===== src/logic/dgs_regs.svh =====
`ifndef DGS_REGS_SVH
`define DGS_REGS_SVH

// ***********************************************
// register offsets and field positions
// ***********************************************
`define DGS_ADDR_W          5
`define DGS_GAIN_STATUS_OFS 5'h0A
`define DGS_STORED_OFS      5'h1A
`define DGS_GAIN_LSB        8
`define DGS_POR_BIT         7
`define DGS_BUSY_BIT        6
`define DGS_ADDR_MSB        6
`define DGS_ADDR_PIN_LSB    2
`define DGS_REF_SUPPLY      2'h0

// ***********************************************
// reset values
// ***********************************************
`define DGS_NV_INIT         16'h0060

// ***********************************************
// timing
// ***********************************************
`define DGS_CLK_PERIOD_NS   10
`define DGS_NV_LOAD_NS      200
`define DGS_NV_WRITE_NS     5000
`define DGS_NV_LOAD_CYC     ((`DGS_NV_LOAD_NS + `DGS_CLK_PERIOD_NS - 1) / `DGS_CLK_PERIOD_NS)
`define DGS_NV_WRITE_CYC    ((`DGS_NV_WRITE_NS + `DGS_CLK_PERIOD_NS - 1) / `DGS_CLK_PERIOD_NS)

`endif


===== src/logic/dgs_pkg.sv =====
`include "dgs_regs.svh"

package dgs_pkg;

   // ***********************************************
   // types
   // ***********************************************
   typedef enum logic [1:0] {
      st_load,
      st_idle,
      st_nv_write
   } dgs_phase_type;

   typedef struct packed {
      dgs_phase_type phase;
      logic [15:0]   cnt;
      logic [1:0]    gain_vol;
      logic          por_flag;
      logic          nv_busy;
      logic          hv_s1;
      logic          hv_s2;
      logic [1:0]    pin_s1;
      logic [1:0]    pin_s2;
      logic          bor_s1;
      logic          bor_s2;
      logic          bor_prev;
      logic [1:0]    gain_eff;
      logic [6:0]    bus_addr;
      logic          rsp_valid;
      logic          rsp_error;
      logic [15:0]   rsp_rdata;
   } dgs_state_type;

   // ***********************************************
   // functions
   // ***********************************************
   function automatic logic [15:0] dgs_status_word(logic [1:0] gain, logic por, logic busy);
      logic [15:0] w;
      w = 16'h0000;
      w[`DGS_GAIN_LSB +: 2] = gain;
      w[`DGS_POR_BIT]       = por;
      w[`DGS_BUSY_BIT]      = busy;
      return w;
   endfunction

   function automatic logic [15:0] dgs_stored_word(logic [15:0] raw, logic [1:0] mask);
      logic [15:0] w;
      w = 16'h0000;
      w[`DGS_GAIN_LSB +: 2]  = raw[`DGS_GAIN_LSB +: 2] & mask;
      w[`DGS_ADDR_MSB:0]     = raw[`DGS_ADDR_MSB:0];
      return w;
   endfunction

endpackage


===== src/logic/dgs_nv_mem.sv =====
`timescale 1ns/10ps
`include "dgs_regs.svh"

module dgs_nv_mem #(
   parameter int          WIDTH = 16,
   parameter int          DEPTH = 1,
   parameter int          AW    = 1,
   parameter logic [15:0] INIT  = `DGS_NV_INIT
) (
   // clock
   input  wire logic             ref_clk,
   // write side
   input  wire logic             wr_en,
   input  wire logic [AW-1:0]    wr_addr,
   input  wire logic [WIDTH-1:0] wr_data,
   // read side
   input  wire logic [AW-1:0]    rd_addr,
   output logic      [WIDTH-1:0] rd_data
);

   typedef struct packed {
      logic [DEPTH-1:0][WIDTH-1:0] words;
      logic [WIDTH-1:0]            rd_data;
   } dgs_mem_state_type;

   // ***********************************************
   // contents hold through reset
   // ***********************************************
   dgs_mem_state_type st = {{DEPTH{INIT[WIDTH-1:0]}}, INIT[WIDTH-1:0]};
   dgs_mem_state_type next_st;

   always_comb begin
      next_st = st;
      if (wr_en) begin
         next_st.words[wr_addr] = wr_data;
      end
      next_st.rd_data = st.words[rd_addr];
   end

   always_ff @(posedge ref_clk) begin
      st <= next_st;
   end

   assign rd_data = st.rd_data;

endmodule // dgs_nv_mem


===== src/logic/dgs_top.sv =====
`timescale 1ns/10ps
`include "dgs_regs.svh"

module dgs_top
   import dgs_pkg::*;
#(
   parameter int NUM_CH       = 2,
   parameter bit NV_PRESENT   = 1'b1,
   parameter bit HAS_ADDR_PIN = 1'b1,
   parameter int NV_LOAD_CYC  = `DGS_NV_LOAD_CYC,
   parameter int NV_WRITE_CYC = `DGS_NV_WRITE_CYC
) (
   // clock and power-on reset
   input  wire logic                   ref_clk,
   input  wire logic                   rst_n,
   // pins
   input  wire logic                   bor_detect,
   input  wire logic                   high_volt_cmd_pin,
   input  wire logic                   addr_pin_hi,
   input  wire logic                   addr_pin_lo,
   // neighbour registers
   input  wire logic [2*NUM_CH-1:0]    ref_source_sel,
   input  wire logic [NUM_CH-1:0]      cfg_lock,
   // register port
   input  wire logic                   reg_cmd_valid,
   input  wire logic                   reg_cmd_write,
   input  wire logic [`DGS_ADDR_W-1:0] reg_cmd_addr,
   input  wire logic [15:0]            reg_cmd_wdata,
   output logic                        reg_rsp_valid,
   output logic                        reg_rsp_error,
   output logic      [15:0]            reg_rsp_rdata,
   // status and configuration out
   output logic      [NUM_CH-1:0]      gain_sel_chx,
   output logic                        nv_access_busy,
   output logic      [6:0]             bus_target_addr
);

   localparam logic [1:0] CH_MASK = (NUM_CH == 2) ? 2'h3 : 2'h1;

   localparam dgs_state_type RESET_ST = '{
      phase:    st_load,
      cnt:      16'(NV_LOAD_CYC - 1),
      por_flag: 1'b1,
      nv_busy:  NV_PRESENT,
      default:  '0
   };

   dgs_state_type st;
   dgs_state_type next_st;
   logic          bor_edge;
   logic          nv_wr;
   logic [15:0]   nv_wdata;
   logic [15:0]   nv_rd;
   logic [3:0]    ref_sel_full;

   // ***********************************************
   // nonvolatile store
   // ***********************************************
   dgs_nv_mem #(
      .WIDTH (16),
      .DEPTH (1),
      .AW    (1),
      .INIT  (`DGS_NV_INIT)
   ) u_nv_mem (
      .ref_clk (ref_clk),
      .wr_en   (nv_wr),
      .wr_addr (1'b0),
      .wr_data (nv_wdata),
      .rd_addr (1'b0),
      .rd_data (nv_rd)
   );

   // ***********************************************
   // next state
   // ***********************************************
   always_comb begin
      next_st      = st;
      ref_sel_full = 4'(ref_source_sel);
      nv_wr        = 1'b0;
      nv_wdata     = dgs_stored_word(reg_cmd_wdata, CH_MASK);
      // pin synchronisers
      next_st.hv_s1    = high_volt_cmd_pin;
      next_st.hv_s2    = st.hv_s1;
      next_st.pin_s1   = {addr_pin_hi, addr_pin_lo};
      next_st.pin_s2   = st.pin_s1;
      next_st.bor_s1   = bor_detect;
      next_st.bor_s2   = st.bor_s1;
      next_st.bor_prev = st.bor_s2;
      bor_edge         = st.bor_s2 & ~st.bor_prev;
      next_st.rsp_valid = 1'b0;
      next_st.rsp_error = 1'b0;

      // memory sequencing
      case (st.phase)
         st_load: begin
            if (st.cnt == 16'h0000) begin
               next_st.phase    = st_idle;
               next_st.gain_vol = nv_rd[`DGS_GAIN_LSB +: 2] & CH_MASK;
            end else begin
               next_st.cnt = st.cnt - 16'h0001;
            end
         end
         st_nv_write: begin
            if (st.cnt == 16'h0000) begin
               next_st.phase = st_idle;
            end else begin
               next_st.cnt = st.cnt - 16'h0001;
            end
         end
         default: begin
            next_st.phase = st_idle;
         end
      endcase

      // register commands
      if (reg_cmd_valid) begin
         next_st.rsp_valid = 1'b1;
         next_st.rsp_rdata = 16'h0000;
         if (reg_cmd_addr == `DGS_GAIN_STATUS_OFS) begin
            if (reg_cmd_write) begin
               for (int ch = 0; ch < NUM_CH; ch++) begin
                  if (!cfg_lock[ch]) begin
                     next_st.gain_vol[ch] = reg_cmd_wdata[`DGS_GAIN_LSB + ch];
                  end
               end
            end else begin
               next_st.rsp_rdata = dgs_status_word(st.gain_vol, st.por_flag, st.nv_busy);
               next_st.por_flag  = 1'b0;
            end
         end else if (reg_cmd_addr == `DGS_STORED_OFS) begin
            if (st.nv_busy) begin
               next_st.rsp_error = 1'b1;
            end else if (reg_cmd_write) begin
               if (!NV_PRESENT || !st.hv_s2) begin
                  next_st.rsp_error = 1'b1;
               end else begin
                  nv_wr         = 1'b1;
                  next_st.phase = st_nv_write;
                  next_st.cnt   = 16'(NV_WRITE_CYC - 1);
               end
            end else begin
               next_st.rsp_rdata = dgs_stored_word(nv_rd, CH_MASK);
            end
         end else begin
            next_st.rsp_error = 1'b1;
         end
      end

      // brown-out: flag set wins over a same-cycle read clear
      if (bor_edge) begin
         next_st.por_flag = 1'b1;
         next_st.phase    = st_load;
         next_st.cnt      = 16'(NV_LOAD_CYC - 1);
      end

      next_st.nv_busy = NV_PRESENT && (next_st.phase != st_idle);

      for (int ch = 0; ch < 2; ch++) begin
         next_st.gain_eff[ch] = next_st.gain_vol[ch] && CH_MASK[ch]
                                && (ref_sel_full[2*ch +: 2] != `DGS_REF_SUPPLY);
      end

      if (HAS_ADDR_PIN) begin
         next_st.bus_addr = {nv_rd[`DGS_ADDR_MSB:`DGS_ADDR_PIN_LSB], st.pin_s2};
      end else begin
         next_st.bus_addr = nv_rd[`DGS_ADDR_MSB:0];
      end
   end

   // ***********************************************
   // state register
   // ***********************************************
   always_ff @(posedge ref_clk) begin
      if (!rst_n) begin
         st <= RESET_ST;
      end else begin
         st <= next_st;
      end
   end

   assign reg_rsp_valid   = st.rsp_valid;
   assign reg_rsp_error   = st.rsp_error;
   assign reg_rsp_rdata   = st.rsp_rdata;
   assign gain_sel_chx    = st.gain_eff[NUM_CH-1:0];
   assign nv_access_busy  = st.nv_busy;
   assign bus_target_addr = st.bus_addr;

   logic rd_gs;
   logic wr_gs;
   logic acc_nv;
   assign rd_gs  = reg_cmd_valid && !reg_cmd_write && (reg_cmd_addr == `DGS_GAIN_STATUS_OFS);
   assign wr_gs  = reg_cmd_valid && reg_cmd_write && (reg_cmd_addr == `DGS_GAIN_STATUS_OFS);
   assign acc_nv = reg_cmd_valid && (reg_cmd_addr == `DGS_STORED_OFS);
endmodule // dgs_top


===== config.mk =====
export PLATFORM = sky130hd
export DESIGN_NAME = dgs_top
export DESIGN_NICKNAME = d
export VERILOG_FILES = /design/src/logic/dgs_pkg.sv /design/src/logic/dgs_nv_mem.sv /design/src/logic/dgs_top.sv
export VERILOG_INCLUDE_DIRS = /design/src /design/src/logic
export SDC_FILE = /design/constraint.sdc
export NUM_CORES = 1
export LEC_CHECK = 0
export ABC_AREA = 1
export BUFFER_PORTS_ARGS = -buffer_cell sky130_fd_sc_hd__buf_2
export CAP_MARGIN = 0
export CORE_UTILIZATION = 25
export DETAILED_ROUTE_END_ITERATION = 10
export GPL_TIMING_DRIVEN = 0
export PLACE_DENSITY = 0.42
export SKIP_CTS_REPAIR_TIMING = 1
export SYNTH_ARGS = -nofsm -noshare
export SYNTH_HDL_FRONTEND = slang
export SYNTH_HIERARCHICAL = 1
export SYNTH_SLANG_ARGS = --single-unit
export TNS_END_PERCENT = 50

===== constraint.sdc =====
create_clock -name ref_clk -period 1.6 [get_ports ref_clk]
set_input_delay 0.32 -clock ref_clk [delete_from_list [all_inputs] [get_ports ref_clk]]
set_output_delay 0.32 -clock ref_clk [all_outputs]
set_load 0.01 [all_outputs]

==> results of run 1 <==
==> worst max-delay path: cells and delay by family (launching register included) <==
| family | cells | cell delay, ns |
|---|---|---|
| buffers and inverters | 2 | 0.18 |
| AO/OA/AOI/OAI | 1 | 0.12 |
| flip-flops | 1 | 0.34 |
| AND/OR/NAND/NOR | 6 | 0.53 |
| adder cells (fa/ha/maj) | 1 | 0.22 |
==> power by group through the flow <==
stage / Combinational (uW) / Clock, uW / Sequential (uW)
floorplan: 130 / 0 / 1860
global placement: 201 / 0 / 1860
detailed placement: 203 / 0 / 1860
CTS: 205 / 2210 / 1820
global route: 234 / 2290 / 1830
finish: 206 / 2140 / 1830
==> routing by layer <==
metal  vias to the layer above  track usage  part of all wire
met5                         -            0                 0
met1                      1051        0.144              0.50
met2                        49        0.179              0.44
met3                         7       0.0372             0.046
met4                         0       0.0427             0.014
li1                       1267            -                 -
==> layout make-up <==
type	count	share of cell area
Buffer	32	0.0598
Clock inverter	7	0.0259
Sequential cell	70	0.396
Multi-Input combinational cell	225	0.284
Clock buffer	9	0.0598
Timing Repair Buffer	49	0.0691
Inverter	58	0.0578
Tap cell	143	0.0475
==> metrics by stage <==
stage	cells	setup WS, ns	power (uW)
after floorplan	385	0.130	1990
after CTS	592	-0.188	4240
after global routing	593	0.00689	4350
after detailed placement	576	-0.386	2070
final	593	0.142	4170
after global placement	576	-0.369	2060
==> final timing paths <==
check,from,to
max,st[40]$_SDFF_PP1_,st[50]$_SDFF_PP0_
min,reg_cmd_wdata[4],u_nv_mem/st[20]$_DFFE_PP_
max reg2reg,st[40]$_SDFF_PP1_,st[50]$_SDFF_PP0_
min reg2reg,u_nv_mem/st[25]$_DFFE_PP_,u_nv_mem/rd_data[9]$_DFF_P_
==> state kept, by name (all words and copies together) (netlist names) <==
| name | count |
|---|---|
| nv_access_busy | 1 |
| next_st | 7 |
| st | 23 |
| bus_target_addr | 7 |
| reg_rsp_rdata | 10 |
| reg_rsp_error | 1 |
| u_nv_mem/st | 9 |
| gain_sel_chx | 2 |
| u_nv_mem/rd_data | 9 |
| reg_rsp_valid | 1 |
==> impl_metrics.csv, run 1 <==
group,metric,value,unit
finish,final_common_cell,"nand2_1",
pwr,pwr-share-seq,0.437,
placed_design,io_buffers,48,
pwr,p_leak,0.00191,uW
placed_design,routabilityCongestion,0.796,
pwr,pwr_density_cell,1110,nW/um^2
pwr,p_sw,911,uW
timing,skew,0.00805,ns
critical_path,critPathKind,"flip-flop to flip-flop",
floorplanning,io-pin-count,63,
global_routing,grt_max_degree,14,
global_routing,antenna_found_initial,0,
critical_path,max_stage_delay,0.34,ns
synth,netlist_instances,379,
floorplanning,rows,39,
cts,cts_num_sinks,70,
critical_path,critPathLaunchType,"flip-flop",
critical_path,critPathRequiredTime,1.86,ns
timing,setup_viol,0,
floorplanning,die_h,111,um
pwr,switching_share,0.218,
critical_path,crit_fanout,8,
routing,first_pass_iters,4,
critical_path,path_cells,"inv_2 > ha_2 > nand2_4 > nor2_4 > nand2_4 > nand2_4 > inv_2 > nand2_1 > nand2_1 > a21oi_1",
floorplanning,dieWidth,111,um
timing,rsz0062_at_grt,"false",
timing,setup_tns,0,ns
critical_path,reg2reg_depth,10,
timing,fin_crit,1.46,ns
pwr,clock_power_share,0.513,
cts,cts_buffer_depth,2,
run_status,status,"finished, final reports clean",
global_routing,grt_pass1_wl,11.0,mm
routing,wirelength,6.32,mm
finish,nFillCells,1223,
cts,cts_max_level,3,
job,cap_violations,0,
cts,numCtsBuffers,9,
floorplanning,fp.coreArea,11500,um^2
timing,timing.hold.ws,0.157,ns
finish,seqCellArea,1490,um^2
timing,finalCritPeriodShare,0.911,
synth,avgSynthCellArea,7.79,um^2
finish,multi_input_area,1070,um^2
finish,antenna_cells,0,
routing,wl_per_cell,10.7,um
global_routing,overflow,0,
routing,drt_iter0_markers,93,
timing,max_freq,686,MHz
critical_path,worstSetupEndpointType,"flip-flop",
placed_design,place_area,3390,um^2
cts,insertion_delay,0.33,ns
critical_path,critPathSlowestCell,"dfxtp_2",
timing,maxSlewHeadroom,0.637,
global_routing,grt_pass1_vias,2362,
cts,path_clk_slew,0.06,ns
cts,cts_tree,"yes",
placed_design,hpwl,4.71,mm
timing,report.final.slew_viol_count,0,
synth,syn_area,2950,um^2
finish,area_growth,27.5,%
critical_path,crit_arrival,1.72,ns
routing,vias,2374,
timing,worst_pin_slew,0.544,ns
finish,nNetsFinal,482,
pwr,pwr-share-comb,0.049,
floorplanning,die_area,12300,um^2
pwr,intPower,3260,uW
finish,final_area,3770,um^2
hold_path,hp-class,"primary input to flip-flop",
finish,drive_above_1_share,0.253,
critical_path,cpMostUsedCell,"nand2_4",
finish,final_util,0.328,
timing,hold_viol,0,
pwr,peakVddDrop,0.548,mV
cts,cts-root-buf,"clkbuf_16",
synth,ys_warn_count,6,
floorplanning,initial_core_util,0.258,
finish,final_cell_mix,"nand2_1, dfxtp_1, inv_1",
routing,postRouteAntennaNets,0,
routing,vias_per_cell,4.00,
critical_path,ff2ff_setup_slack,0.14,ns
global_routing,grtUsageTotal,0.114,
hold_path,holdPathStages,1,
routing,drc,0,
Note: power is estimated with default switching activity, not from simulation.
==> run 2, diff against run 1 <==
- CORE_MARGIN: unset -> 2
==> run 2 against run 1 <==
  * Clock skew shrank 0.0037 ns
  * Setup slack worse by 0.0064 ns
  * Non-clock buffer count unchanged
  * Largest power group is now registers
==> impl_metrics.csv, run 2 (synthesized netlist as in run 1, its figures left out) <==
group,metric,value,unit
run_status,status,"finished, final reports clean",
cts,insertion_delay,0.32,ns
timing,fin_crit,1.46,ns
pwr,peakVddDrop,0.506,mV
pwr,intPower,2940,uW
routing,vias,2404,
routing,vias_per_cell,4.05,
critical_path,critPathKind,"flip-flop to flip-flop",
pwr,p_leak,0.00188,uW
critical_path,critPathLaunchType,"flip-flop",
placed_design,routabilityCongestion,0.798,
routing,wl_per_cell,10.7,um
critical_path,crit_fanout,10,
global_routing,overflow,0,
timing,max_freq,683,MHz
floorplanning,initial_core_util,0.258,
cts,path_clk_slew,0.06,ns
pwr,clock_power_share,0.473,
floorplanning,die_h,113,um
routing,drc,0,
cts,cts_max_level,3,
floorplanning,io-pin-count,63,
timing,report.final.slew_viol_count,0,
placed_design,post-place-ws,-0.386,ns
finish,regMostFlops,"st",
timing,skew,0.00438,ns
timing,timing.hold.ws,0.166,ns
pwr,pwr-share-comb,0.053,
hold_path,hp-class,"primary input to flip-flop",
global_routing,grtUsageTotal,0.108,
cts,cts-root-buf,"clkbuf_16",
global_routing,grt_pass1_wl,10.9,mm
timing,finalCritPeriodShare,0.915,
job,cap_violations,0,
cts,cts_num_sinks,70,
pwr,pwr_density_cell,1040,nW/um^2
finish,drive_above_1_share,0.256,
finish,largest_reg_flops,23,
timing,setup_tns,0,ns
pwr,pwr-share-seq,0.474,
global_routing,antenna_found_initial,0,
pwr,p_sw,905,uW
cts,numCtsBuffers,9,
timing,worst_slack,0.135,ns
finish,final_common_cell,"nand2_1",
finish,nNetsFinal,482,
placed_design,hpwl,4.75,mm
critical_path,ff2ff_setup_slack,0.14,ns
routing,first_pass_iters,4,
floorplanning,die_area,12700,um^2
timing,setup_viol,0,
finish,area_growth,25.8,%
routing,drt_iter0_markers,87,
placed_design,io_buffers,48,
critical_path,critPathRequiredTime,1.81,ns
floorplanning,rows,39,
global_routing,grt_max_degree,14,
pwr,switching_share,0.235,
finish,final_cell_mix,"nand2_1, dfxtp_1, inv_1",
cts,cts_buffer_depth,2,
timing,rsz0062_at_grt,"false",
timing,hold_viol,0,
floorplanning,dieWidth,113,um
finish,antenna_cells,0,
cts,cts_tree,"yes",
floorplanning,fp.coreArea,11500,um^2
routing,postRouteAntennaNets,0,
routing,wirelength,6.36,mm
critical_path,crit_arrival,1.67,ns
global_routing,grt_pass1_vias,2327,
critical_path,worstSetupEndpointType,"flip-flop",
## run 2: changes by cell type in the layout (fill, tap and decap cells not counted), sizes merged
cell	previous run	this run
clkinvlp	1	3
bufinv	2	0
## run 2: cell type report
type,instances,area [um^2]
Multi-Input combinational cell,225,1060
Clock inverter,7,50.0
Fill cell,1214,7750
Clock buffer,9,225
Sequential cell,70,1490
Buffer,32,225
Timing Repair Buffer,49,260
Inverter,58,218
Tap cell,143,179
## run 2: path summary, 6_finish.rpt
kind / startpoint / endpoint / depth (start not counted)
hold reg to reg: u_nv_mem/st[25]$_DFFE_PP_ / u_nv_mem/rd_data[9]$_DFF_P_ / 0
setup reg to reg: st[40]$_SDFF_PP1_ / st[55]$_SDFF_PP0_ / 10
setup / recovery: st[40]$_SDFF_PP1_ / st[55]$_SDFF_PP0_ / 10
hold / removal: reg_cmd_wdata[0] / u_nv_mem/st[16]$_DFFE_PP_ / 1
## run 2: metrics by stage
| stage | cell area (um^2) | utilization | instances | total power (uW) |
|---|---|---|---|---|
| floorplan | 2980 | - | 385 | 1990 |
| global placement | 3390 | 0.296 | 576 | 2060 |
| detailed placement | 3390 | 0.296 | 576 | 2070 |
| CTS | 3670 | 0.320 | 592 | 3920 |
| global route | 3710 | 0.324 | 593 | 4020 |
| finish | 3710 | 0.324 | 593 | 3850 |
## run 2: worst max-delay path, cell delays in order (launching register included)
cell and delay (ns):
dfxtp_2 0.33, inv_2 0.09, ha_2 0.22, nand2_4 0.09
nor2_4 0.16, nand2_4 0.08, buf_6 0.14, nand3_1 0.08
nand2_1 0.05, nand2_1 0.07, nor2_1 0.04
## run 2: power groups by stage
stage          combinational [uW]  sequential (uW)  clock (uW)
3_3_place_gp                  202             1860           0
2_1_floorplan                 130             1860           0
4_1_cts                       204             1820        1890
3_5_place_dp                  203             1860           0
6_report                      204             1830        1820
5_1_grt                       235             1830        1950
## run 2: per-layer routing
layer / vias to the layer above / track usage / wire (um)
met5: - / 0 / 0
met4: 0 / 0.0439 / 91
met3: 4 / 0.0286 / 229
met2: 43 / 0.170 / 2830
met1: 1094 / 0.140 / 3200
li1: 1263 / - / -
